$ cat src/port_regs_consts.svh
`ifndef PORT_REGS_CONSTS_SVH
`define PORT_REGS_CONSTS_SVH

// Register offsets
`define OFF_POWER_STATUS 8'h1e
`define OFF_FAULT_STATUS 8'h1f
`define OFF_COMMAND_CODE 8'h23
`define OFF_CAPABILITY_ZERO 8'h24

// Power status fields
`define PS_STARTUP_PENDING 6
`define PS_MONITOR_ON 3
`define PS_BUS_POWER_SEEN 2
`define PS_CABLE_SUPPLY_SEEN 1
`define PS_RESET 8'h08

// Fault status fields
`define FS_OVERVOLT 7
`define FS_OVERCURRENT 1
`define FS_I2C_ERROR 0
`define FS_RESET 8'h00

// Command codes
`define CMD_MONITOR_OFF 8'h22
`define CMD_MONITOR_ON 8'h33
`define CMD_FORCE_ERROR 8'h88
`define CMD_START_TOGGLE 8'h99
`define CMD_RESET 8'h00

// Capability byte: roles 110, debug 1, cable switch 1, paths 000
`define CAP_ROLES 3'h6
`define CAP_DEBUG_PACKET 1'h1
`define CAP_CABLE_SWITCH 1'h1
`define CAP_PATHS 3'h0
`define CAP_RESET 8'hd8

`endif

$ cat src/port_regs_pkg.sv
package port_regs_pkg;

  typedef enum logic [2:0] {
    CMD_NONE = 3'h0,
    CMD_MON_OFF = 3'h1,
    CMD_MON_ON = 3'h2,
    CMD_FORCE_ERR = 3'h3,
    CMD_TOGGLE = 3'h4
  } cmd_e;

  typedef enum logic [1:0] {
    SRCH_IDLE = 2'h0,
    SRCH_RUN = 2'h1,
    SRCH_HIT = 2'h3
  } srch_e;

  typedef struct packed {
    logic [3:0] s1;
    logic [3:0] s2;
    logic [3:0] s3;
    logic [3:0] level;
  } sync_s;

  typedef struct packed {
    logic mon_off;
    logic mon_on;
    logic force_err;
    logic toggle;
  } cmd_s;

  typedef struct packed {
    logic mon_on;
    logic ov;
    logic oc;
    logic i2c_err;
    logic booted;
    srch_e srch;
    logic [7:0] rdata;
  } regs_s;

endpackage

$ cat src/port_status_regs.sv
// Notes on behaviour
// - Init-status bit reads 1 until internal startup completes, then 0.
// - Device never sets init flag; host treats first interrupt as startup done.
// - Bus-power monitor enable bit resets to 1 and shows monitoring state.
// - Bus-power present bit reads 1 while VBUS is detected and monitoring is on, else 0.
// - Cable-supply present bit reads 1 when VCONN seen above fixed threshold.
// - Over-voltage fault bit latches on VCONN over-voltage; a read clears it once no such state remains.
// - Over-current flag latches on VCONN over-current; cleared by reading.
// - Over-current flag also latches if VCONN drops while its switch is closed.
// - I2C error flag latches on transmit with empty buffer; read clears it.
// - Code 22h stops bus-power monitoring, 33h restarts it; status bit follows.
// - Code 88h forces the I2C error flag set.
// - Code 99h starts dual-role connection search, only when dual-role enabled.
// - Capability bits 7:5 read 110, all roles supported.
// - Capability bit 4 reads 1, debug packet variants supported.
// - Capability bit 3 reads 1, device can switch VCONN.
// - Capability bits 2:0 read 0, no VBUS power path control.
// - Search status is 1 while looking; falling to 0 marks potential attach.
`timescale 1ns/10ps
`include "port_regs_consts.svh"
module port_status_regs
  import port_regs_pkg::*;
(
  input wire logic SYS_CLK,
  input wire logic RESET_N,
  input wire logic [7:0] REG_ADDR,
  input wire logic REG_WR,
  input wire logic [7:0] REG_WDATA,
  input wire logic REG_RD,
  output logic [7:0] REG_RDATA,
  input wire logic INIT_DONE,
  input wire logic VBUS_DETECT,
  input wire logic VCONN_DETECT,
  input wire logic VCONN_OV_DETECT,
  input wire logic VCONN_OC_DETECT,
  input wire logic VCONN_SWITCH_ON,
  input wire logic TX_REQUEST,
  input wire logic TX_BUFFER_EMPTY,
  input wire logic DRP_ENABLE,
  input wire logic ATTACH_FOUND,
  output logic BUS_POWER_MONITOR_ON,
  output logic ATTACH_SEARCH_ACTIVE
);

  regs_s st;
  regs_s next_st;
  logic [3:0] pins;
  logic bus_power_seen;
  logic cable_supply_seen;
  logic ov_now;
  logic oc_now;
  logic mon_off;
  logic mon_on;
  logic force_err;
  logic toggle;
  logic rd_fault;
  logic startup_pending_flag;

  localparam regs_s RESET_ST = '{
    mon_on: 1'b1, ov: 1'b0, oc: 1'b0, i2c_err: 1'b0, booted: 1'b0,
    srch: SRCH_IDLE, rdata: 8'h00
  };

  pin_sync u_sync (
    .clk(SYS_CLK),
    .rst_n(RESET_N),
    .din({VCONN_OC_DETECT, VCONN_OV_DETECT, VCONN_DETECT, VBUS_DETECT}),
    .dout(pins)
  );

  cmd_decode u_cmd (
    .clk(SYS_CLK),
    .rst_n(RESET_N),
    .wr(REG_WR),
    .addr(REG_ADDR),
    .wdata(REG_WDATA),
    .mon_off(mon_off),
    .mon_on(mon_on),
    .force_err(force_err),
    .toggle(toggle)
  );

  // Monitor powered off hides VBUS presence
  assign bus_power_seen = pins[0] & st.mon_on;
  assign cable_supply_seen = pins[1];
  assign ov_now = pins[2];
  assign oc_now = pins[3];
  assign startup_pending_flag = ~(INIT_DONE | st.booted);
  assign rd_fault = REG_RD && (REG_ADDR == `OFF_FAULT_STATUS);

  function automatic logic [7:0] power_byte(input logic pend, input logic mon,
                                            input logic bus, input logic cab);
    power_byte = 8'h00;
    power_byte[`PS_STARTUP_PENDING] = pend;
    power_byte[`PS_MONITOR_ON] = mon;
    power_byte[`PS_BUS_POWER_SEEN] = bus;
    power_byte[`PS_CABLE_SUPPLY_SEEN] = cab;
  endfunction

  function automatic logic [7:0] fault_byte(input logic ov, input logic oc,
                                            input logic err);
    fault_byte = `FS_RESET;
    fault_byte[`FS_OVERVOLT] = ov;
    fault_byte[`FS_OVERCURRENT] = oc;
    fault_byte[`FS_I2C_ERROR] = err;
  endfunction

  always_comb begin
    next_st = st;
    // Startup flag never comes back once cleared
    next_st.booted = st.booted | INIT_DONE;
    // Monitor enable follows commands
    if (mon_off) begin
      next_st.mon_on = 1'b0;
    end
    if (mon_on) begin
      next_st.mon_on = 1'b1;
    end
    // Over-voltage holds while the fault persists
    if (rd_fault && !ov_now) begin
      next_st.ov = 1'b0;
    end
    if (ov_now) begin
      next_st.ov = 1'b1;
    end
    // Clear on read; a new event wins
    if (rd_fault) begin
      next_st.oc = 1'b0;
      next_st.i2c_err = 1'b0;
    end
    if (oc_now) begin
      next_st.oc = 1'b1;
    end
    if (VCONN_SWITCH_ON && !cable_supply_seen) begin
      next_st.oc = 1'b1;
    end
    if (TX_REQUEST && TX_BUFFER_EMPTY) begin
      next_st.i2c_err = 1'b1;
    end
    if (force_err) begin
      next_st.i2c_err = 1'b1;
    end
    // Connection search
    case (st.srch)
      SRCH_IDLE: begin
        if (toggle && DRP_ENABLE) begin
          next_st.srch = SRCH_RUN;
        end
      end
      SRCH_RUN: begin
        if (ATTACH_FOUND) begin
          next_st.srch = SRCH_HIT;
        end
      end
      SRCH_HIT: begin
        next_st.srch = SRCH_IDLE;
      end
      default: begin
        next_st.srch = SRCH_IDLE;
      end
    endcase
    // Read data, sampled before any clear
    if (REG_RD) begin
      case (REG_ADDR)
        `OFF_POWER_STATUS: begin
          next_st.rdata = power_byte(startup_pending_flag, st.mon_on,
                                     bus_power_seen, cable_supply_seen);
        end
        `OFF_FAULT_STATUS: begin
          next_st.rdata = fault_byte(st.ov, st.oc, st.i2c_err);
        end
        `OFF_COMMAND_CODE: begin
          next_st.rdata = `CMD_RESET;
        end
        `OFF_CAPABILITY_ZERO: begin
          next_st.rdata = {`CAP_ROLES, `CAP_DEBUG_PACKET, `CAP_CABLE_SWITCH,
                           `CAP_PATHS};
        end
        default: begin
          next_st.rdata = 8'h00;
        end
      endcase
    end
  end

  always_ff @(posedge SYS_CLK or negedge RESET_N) begin
    if (!RESET_N) begin
      st <= RESET_ST;
    end else begin
      st <= next_st;
    end
  end

  assign REG_RDATA = st.rdata;
  assign BUS_POWER_MONITOR_ON = st.mon_on;
  assign ATTACH_SEARCH_ACTIVE = (st.srch == SRCH_RUN);
endmodule // port_status_regs

$ cat src/pin_sync.sv
`timescale 1ns/10ps
module pin_sync
  import port_regs_pkg::*;
(
  input wire logic clk,
  input wire logic rst_n,
  input wire logic [3:0] din,
  output logic [3:0] dout
);

  sync_s st;
  sync_s next_st;

  always_comb begin
    next_st = st;
    next_st.s1 = din;
    next_st.s2 = st.s1;
    next_st.s3 = st.s2;
    // Accept a change once stages two and three agree
    for (int i = 0; i < 4; i++) begin
      if (st.s2[i] == st.s3[i]) begin
        next_st.level[i] = st.s3[i];
      end
    end
  end

  always_ff @(posedge clk or negedge rst_n) begin
    if (!rst_n) begin
      st <= '0;
    end else begin
      st <= next_st;
    end
  end

  assign dout = st.level;

endmodule // pin_sync

$ cat src/cmd_decode.sv
`timescale 1ns/10ps
`include "port_regs_consts.svh"
module cmd_decode
  import port_regs_pkg::*;
(
  input wire logic clk,
  input wire logic rst_n,
  input wire logic wr,
  input wire logic [7:0] addr,
  input wire logic [7:0] wdata,
  output logic mon_off,
  output logic mon_on,
  output logic force_err,
  output logic toggle
);

  function automatic cmd_e decode_cmd(input logic [7:0] code);
    case (code)
      `CMD_MONITOR_OFF: decode_cmd = CMD_MON_OFF;
      `CMD_MONITOR_ON: decode_cmd = CMD_MON_ON;
      `CMD_FORCE_ERROR: decode_cmd = CMD_FORCE_ERR;
      `CMD_START_TOGGLE: decode_cmd = CMD_TOGGLE;
      default: decode_cmd = CMD_NONE;
    endcase
  endfunction

  cmd_s st;
  cmd_s next_st;
  cmd_e code;

  always_comb begin
    code = CMD_NONE;
    if (wr && addr == `OFF_COMMAND_CODE) begin
      code = decode_cmd(wdata);
    end
    // Unknown codes leave every pulse low
    next_st.mon_off = (code == CMD_MON_OFF);
    next_st.mon_on = (code == CMD_MON_ON);
    next_st.force_err = (code == CMD_FORCE_ERR);
    next_st.toggle = (code == CMD_TOGGLE);
  end

  always_ff @(posedge clk or negedge rst_n) begin
    if (!rst_n) begin
      st <= '0;
    end else begin
      st <= next_st;
    end
  end

  assign mon_off = st.mon_off;
  assign mon_on = st.mon_on;
  assign force_err = st.force_err;
  assign toggle = st.toggle;

endmodule // cmd_decode

$ cat config.mk
export PLATFORM = sky130hd
export DESIGN_NAME = port_status_regs
export DESIGN_NICKNAME = d
export VERILOG_FILES = /design/src/port_regs_pkg.sv /design/src/port_status_regs.sv /design/src/pin_sync.sv /design/src/cmd_decode.sv
export VERILOG_INCLUDE_DIRS = /design/src
export SDC_FILE = /design/constraint.sdc
export NUM_CORES = 1
export LEC_CHECK = 0
export BUFFER_PORTS_ARGS = -buffer_cell sky130_fd_sc_hd__buf_4
export CAP_MARGIN = 20
export CORE_MARGIN = 2
export CORE_UTILIZATION = 25
export CTS_CLUSTER_DIAMETER = 100
export DETAILED_ROUTE_END_ITERATION = 10
export HOLD_SLACK_MARGIN = 0.15
export PLACE_DENSITY = 0.54
export REMOVE_ABC_BUFFERS = 1
export SYNTH_ARGS = -nofsm -noshare
export SYNTH_HDL_FRONTEND = slang
export SYNTH_SLANG_ARGS = --single-unit
$ cat constraint.sdc
create_clock -name SYS_CLK -period 0.9 [get_ports SYS_CLK]
set_clock_uncertainty 0.05 [all_clocks]
set_input_delay 0.09 -clock SYS_CLK [delete_from_list [all_inputs] [get_ports SYS_CLK]]
set_output_delay 0.09 -clock SYS_CLK [all_outputs]
set_load 0.01 [all_outputs]
==> results of run 1 <==
[through the flow]
stage / setup TNS [ns] / instance area, um2 / util (%)
floorplan: -0.0520 / 1250 / -
global placement: -1.94 / 1670 / 32.7
detailed placement: -2.19 / 1670 / 32.7
CTS: -0.845 / 1930 / 37.8
global route: -1.32 / 1980 / 38.7
finish: -0.723 / 1980 / 38.7
[sequential cells by signal, summed over array words and instances (netlist names)]
signal and cells:
u_sync.st 4, u_cmd.toggle 1, st 6, u_cmd.mon_on 1, u_cmd.mon_off 1, u_sync.next_st 8
BUS_POWER_MONITOR_ON 1, u_sync.dout 4, u_cmd.force_err 1, REG_RDATA 7
[final cells by class]
cell class,count,area [um2]
multi-input cells,42,414
inverters,11,41.3
clock inverters,1,5.00
repair buffers,57,489
flip-flops and latches,34,852
fillers,499,3130
clock buffers,7,86.3
well taps,70,87.6
[synth_stat cells (2+ instances only)]
cell type   n
dfrtp_1    33
maj3_1      4
o221ai_1    4
and2_1      2
nand3_1     2
or4bb_1     2
nor4_2      2
nand2_1     2
buf_4       8
nor3_1      2
o22ai_1     2
nor2_1      2
inv_1      11
a221o_1     2
[final timing paths]
check / endpoint / slack [ns] / startpoint
max: BUS_POWER_MONITOR_ON / -0.16 / BUS_POWER_MONITOR_ON
min: st[10] / -0.03 / INIT_DONE
max reg2reg: BUS_POWER_MONITOR_ON / -0.05 / BUS_POWER_MONITOR_ON
min reg2reg: u_sync.next_st[4] / 0.30 / u_sync.next_st[8]
max in group asynchronous: BUS_POWER_MONITOR_ON / 0.22 / RESET_N
min in group asynchronous: st[8] / 0.25 / RESET_N
[repair_timing]
action	in CTS	in global routing
buffers inserted	5	1
endpoints found under the setup margin	15	16
pin swaps	2	1
endpoints found under the hold margin	52	11
gates resized for setup	15	10
[routing by layer]
metal  vias to the layer above  routed length, um
li1                        436                  -
met1                       430               1040
met2                        31               1420
met3                         6                171
met4                         0                 39
met5                         -                  0
[cells by family after synthesis]
group,Yosys count
simple gates,25
buf+inv,20
flops,34
compound gates,12
other cells,1
fa+ha+maj,4
[report_power, final]
group	leakage, nW	internal, mW	switching [mW]
Combinational	0.438	0.162	0.112
Clock	0.0482	0.617	0.527
Sequential	0.414	1.58	0.0253
==> summary.md, run 1 <==
| Metric | Value |
|---|---|
| Count of antenna-violating nets left after detailed routing | `0` |
| Distinct cell type count of the synthesized netlist | `32` |
| Number of cell instances on the worst register-to-register path | `3` |
| Most common library cell in the layout ignoring fill and taps | `buf_4` |
| Fraction of synthesized area in multiplexers | `0%` |
| H-tree Lvls | `2` |
| Largest net degree at the start of global routing | `35` |
| Starting utilization of the core area | `25.9%` |
| Cell area after synthesis | `0.00132 mm2` |
| Met2 global-route usage | `15.6%` |
| Type of destination of the critical path | `primary output` |
| Routed WL per cell | `12.0 um` |
| Length of the first detailed-routing pass in iterations | `2` |
| Cell with the largest stage delay on the worst path | `dfstp_2` |
| CTS Buf Count | `5` |
| Total power consumption of the routed design | `3.02 mW` |
| Met3 usage in global routing | `4.59%` |
| TritonCTS clock tree | `done` |
| Post-Synth XOR/XNOR Area | `0%` |
| # setup viols final | `13` |
| Share of synthesized area occupied by flip-flops and latches | `64.5%` |
| Via density | `4.07` |
| Top Family by Delay on Critical Path | `flip-flops` |
| WL final | `2670 um` |
| Number of global-route vias before repair | `1,014` |
| Fin worst setup slack | `-0.163 ns` |
| Run status | `finished with violations` |
| Detailed Route Iter0 Violations | `26` |
| All-layer global routing usage | `9.58%` |
| Data required time at the worst endpoint | `0.76 ns` |
| Tightest hold margin | `-0.0253 ns` |
| Most frequent cells in the layout | `buf_4 (39), dfrtp_1 (33), inv_1 (10)` |
| Wire length of the first global-routing pass | `4440 um` |
| GRT overflow | `0` |
| Most instantiated flip-flop cell in the synthesis netlist | `dfrtp_1` |
| Post-synthesis adder-cell area fraction | `3.03%` |
| CP Buf/Inv Count | `1` |
| Number of hold violations in the final report | `1` |
| Min-delay worst type | `in -> reg` |
| Bufs on Longest Clock Path | `2` |
| Initial antenna violation count | `0` |
| Area share of and/or/nand/nor cells after synthesis | `16.7%` |
| Minimum clock period after layout | `1.06 ns` |
| Period utilisation layout | `118%` |
| Most area-hungry cell type in the Yosys netlist | `dfrtp_1` |
| Post-placement cell count | `201` |
| Core region area | `0.00511 mm2` |
| Worst setup slack after placement | `-0.217 ns` |
| Pins Over Slew Limit | `0` |
| Overall die area | `0.00588 mm2` |
| Dominant cells by area after synthesis | `dfrtp_1 (63%), buf_4 (4.5%), inv_1 (3.1%)` |
| Static leakage | `0.900 nW` |
| Die Span Y | `76.7 um` |
| Logic depth of the worst path, buffers included | `1` |
| Number of antenna cells inserted | `0` |
| Source-to-sink clock delay at the later pin of the worst-skew pair | `0.28 ns` |
| Final #Nets | `181` |
| Clock transition at the registers of the reported paths | `0.07 ns` |
| Number of buffers inserted for hold repair after clock tree synthesis | `9` |
| Count of mapped cells out of synthesis | `96` |
| Violations in the final reports | `hold timing, setup timing` |
| Met1 Resource Use GR | `10.8%` |
| I/O pin count | `40` |
| Highest achievable clock rate | `0.941 GHz` |
| Power density relative to cell area | `1530 mW/mm2` |
| Share of layout cells above drive strength 1 | `48.7%` |
| Complex-gate fraction of the synthesized area | `7.01%` |
| Layout Cells excl Fill | `222` |
| DIE WIDTH | `76.7 um` |
| Total of flip-flops plus latches after synthesis | `34` |
| Worst hold stages | `2` |
| Count of buffers inserted at the top-level ports | `38` |
| Setup crit start kind | `flop` |
| Combinational family with the most area after synthesis | `simple AND/OR/NAND/NOR gates` |
| Number of enable-type register cells in the synthesized netlist | `0` |
| Grt peak-use layer | `met2` |
| Slowest stage delay, CP | `0.55 ns` |
| Synth warnings | `0` |
| Share of the synthesized area in the top cell type | `62.5%` |
| Sequence of cells on the critical path | `buf_6` |
| Maximum capacitance violations | `0` |
| Via count of the routed design | `903` |
| Drc violations | `0` |
| Mapped Avg Cell Area | `13.8 um2` |
| Clock Root Buffer | `clkbuf_8` |
| Worst supply voltage drop on vdd | `0.762 mV` |
| Class of the most critical setup path | `reg -> out` |
| Share of async-settable or async-resettable flops after synthesis | `100%` |
| Unrepaired setup endpoints after global routing | `yes` |
| Data arrival time of the worst path | `0.92 ns` |
| Total number of clock tree sinks | `34` |
| Row Count | `26` |
| Maximum fanout encountered on the critical timing path | `2` |
| DPL Wire Length | `1940 um` |
| Relative area change from synthesis to final layout | `49.5%` |
| Last weighted congestion value of the routability-driven placer | `0.770` |
Power figures use the tool's default switching activity.
==> run 2: changes to the inputs <==
- MAX_ROUTING_LAYER: unset -> met4
==> run 2 against run 1 <==
The flow still finishes with violations (hold timing, setup timing). Clock power about the same. First-iteration DRC count up 19%. Cell count unchanged. Non-clock buffer count unchanged. Critical path depth unchanged. Worst setup slack about the same. Die area unchanged. Flip-flop and latch count unchanged. Fmax about the same. Utilization unchanged. Highest routed layer unchanged.
==> summary.md, run 2 (synthesis gave the netlist of run 1 again) <==
| Metric | Value |
|---|---|
| Worst supply voltage drop on vdd | `0.762 mV` |
| Total power consumption of the routed design | `3.02 mW` |
| H-tree Lvls | `2` |
| Row Count | `26` |
| Fin worst setup slack | `-0.163 ns` |
| GRT overflow | `0` |
| Part of the power in the clock network | `37.9%` |
| Power density relative to cell area | `1530 mW/mm2` |
| Relative area change from synthesis to final layout | `49.5%` |
| Routed WL per cell | `12.0 um` |
| Placed Area | `0.00167 mm2` |
| Min-delay worst type | `in -> reg` |
| CP Buf/Inv Count | `1` |
| Cell with the largest stage delay on the worst path | `dfstp_2` |
| CTS Buf Count | `5` |
| Via density | `4.07` |
| Most frequent cells in the layout | `buf_4 (39), dfrtp_1 (33), inv_1 (10)` |
| Largest net degree at the start of global routing | `35` |
| Number of hold violations in the final report | `1` |
| Class of the most critical setup path | `reg -> out` |
| Core region area | `0.00511 mm2` |
| Period utilisation layout | `118%` |
| Run status | `finished with violations` |
| Wire length of the first global-routing pass | `4440 um` |
| WL final | `2670 um` |
| Tightest hold margin | `-0.0253 ns` |
| Minimum clock period after layout | `1.06 ns` |
| Bufs on Longest Clock Path | `2` |
| Clock transition at the registers of the reported paths | `0.07 ns` |
| Data arrival time of the worst path | `0.92 ns` |
| Overall die area | `0.00588 mm2` |
| Fin area | `0.00198 mm2` |
| Data required time at the worst endpoint | `0.76 ns` |
| Die Span Y | `76.7 um` |
| Drc violations | `0` |
| Type of destination of the critical path | `primary output` |
| DPL Wire Length | `1940 um` |
| Pins Over Slew Limit | `0` |
| Power spent charging and discharging nets | `0.665 mW` |
| Slowest stage delay, CP | `0.55 ns` |
| Final #Nets | `181` |
| Initial antenna violation count | `0` |
| Sw Share | `22.0%` |
| DIE WIDTH | `76.7 um` |
| Sequence of cells on the critical path | `buf_6` |
| Clock Root Buffer | `clkbuf_8` |
| I/O pin count | `40` |
| Cell internal power dissipation | `2.35 mW` |
| Number of antenna cells inserted | `0` |
| Count of buffers inserted at the top-level ports | `38` |
| Highest achievable clock rate | `0.941 GHz` |
| Setup crit start kind | `flop` |
| Maximum capacitance violations | `0` |
| Total number of clock tree sinks | `34` |
| Top Family by Delay on Critical Path | `flip-flops` |
| Reg power frac | `53.0%` |
| Number of global-route vias before repair | `1,014` |
| Count of antenna-violating nets left after detailed routing | `0` |
| Most common library cell in the layout ignoring fill and taps | `buf_4` |
| Max reg flops | `8` |
| Share of layout cells above drive strength 1 | `48.7%` |
| Length of the first detailed-routing pass in iterations | `2` |
| Violations in the final reports | `hold timing, setup timing` |
| Static leakage | `0.900 nW` |
| Detailed Route Iter0 Violations | `31` |
| Unrepaired setup endpoints after global routing | `yes` |
| Starting utilization of the core area | `25.9%` |
| Gate power share | `9.1%` |
| TritonCTS clock tree | `done` |
| Last weighted congestion value of the routability-driven placer | `0.780` |
| Number of buffers inserted for hold repair after clock tree synthesis | `9` |
| # setup viols final | `13` |
| All-layer global routing usage | `9.85%` |
| Maximum fanout encountered on the critical timing path | `2` |
| Source-to-sink clock delay at the later pin of the worst-skew pair | `0.28 ns` |
| Via count of the routed design | `903` |
==> run 2: cell counts in the layout (fill, tap and decap cells not counted) <==
Identical to the previous run, type by type.
==> run 2: worst paths after layout <==
kind                                      start              endpoint  slack (ns)  cells after the start
min                                   INIT_DONE                st[10]       -0.03                      2
max reg2reg                BUS_POWER_MONITOR_ON  BUS_POWER_MONITOR_ON       -0.05                      3
max in group asynchronous               RESET_N  BUS_POWER_MONITOR_ON        0.22                      2
max                        BUS_POWER_MONITOR_ON  BUS_POWER_MONITOR_ON       -0.16                      1
min in group asynchronous               RESET_N                 st[8]        0.25                      2
min reg2reg                   u_sync.next_st[8]     u_sync.next_st[4]        0.30                      0
==> run 2: final cells by class <==
cell class                      count  area, um2
Clock buffer                        7       86.3
Clock inverter                      1       5.00
Fill cell                         499       3130
Inverter                           11       41.3
Multi-Input combinational cell     42        414
Sequential cell                    34        852
Tap cell                           70       87.6
Timing Repair Buffer               57        489
==> run 2: timing repair <==
item | CTS | global route
hold endpoints to repair | 52 | 11
endpoints found under the setup margin | 15 | 16
pin swaps | 2 | 1
resized for setup | 15 | 10
buffers inserted | 5 | 1
==> run 2: through the flow <==
| step | cells | worst slack [ns] | setup TNS (ns) | util, % |
|---|---|---|---|---|
| 6_report | 222 | -0.163 | -0.726 | 38.7 |
| 5_1_grt | 222 | -0.216 | -1.32 | 38.7 |
| 4_1_cts | 223 | -0.192 | -0.845 | 37.8 |
| 3_5_place_dp | 201 | -0.217 | -2.19 | 32.7 |
| 3_3_place_gp | 201 | -0.229 | -1.94 | 32.7 |
| 2_1_floorplan | 87 | -0.0199 | -0.0520 | - |
==> run 2: per-layer routing <==
layer  track usage, %  share of wire [%]  routed length, um  vias up
met3             4.24                5.8                154        6
met5                -                  0                  0        -
met1             11.0                 39               1060      430
met2             15.6                 53               1420       31
li1                 -                  -                  -      436
met4             3.82                1.5                 39        0
==> run 2: power groups by stage <==
stage	logic [mW]	registers, mW	clock network [mW]
3_3_place_gp	0.222	1.63	0
5_1_grt	0.300	1.61	1.26
6_report	0.274	1.60	1.14
3_5_place_dp	0.229	1.63	0
4_1_cts	0.274	1.60	1.18
2_1_floorplan	0.0482	1.62	0
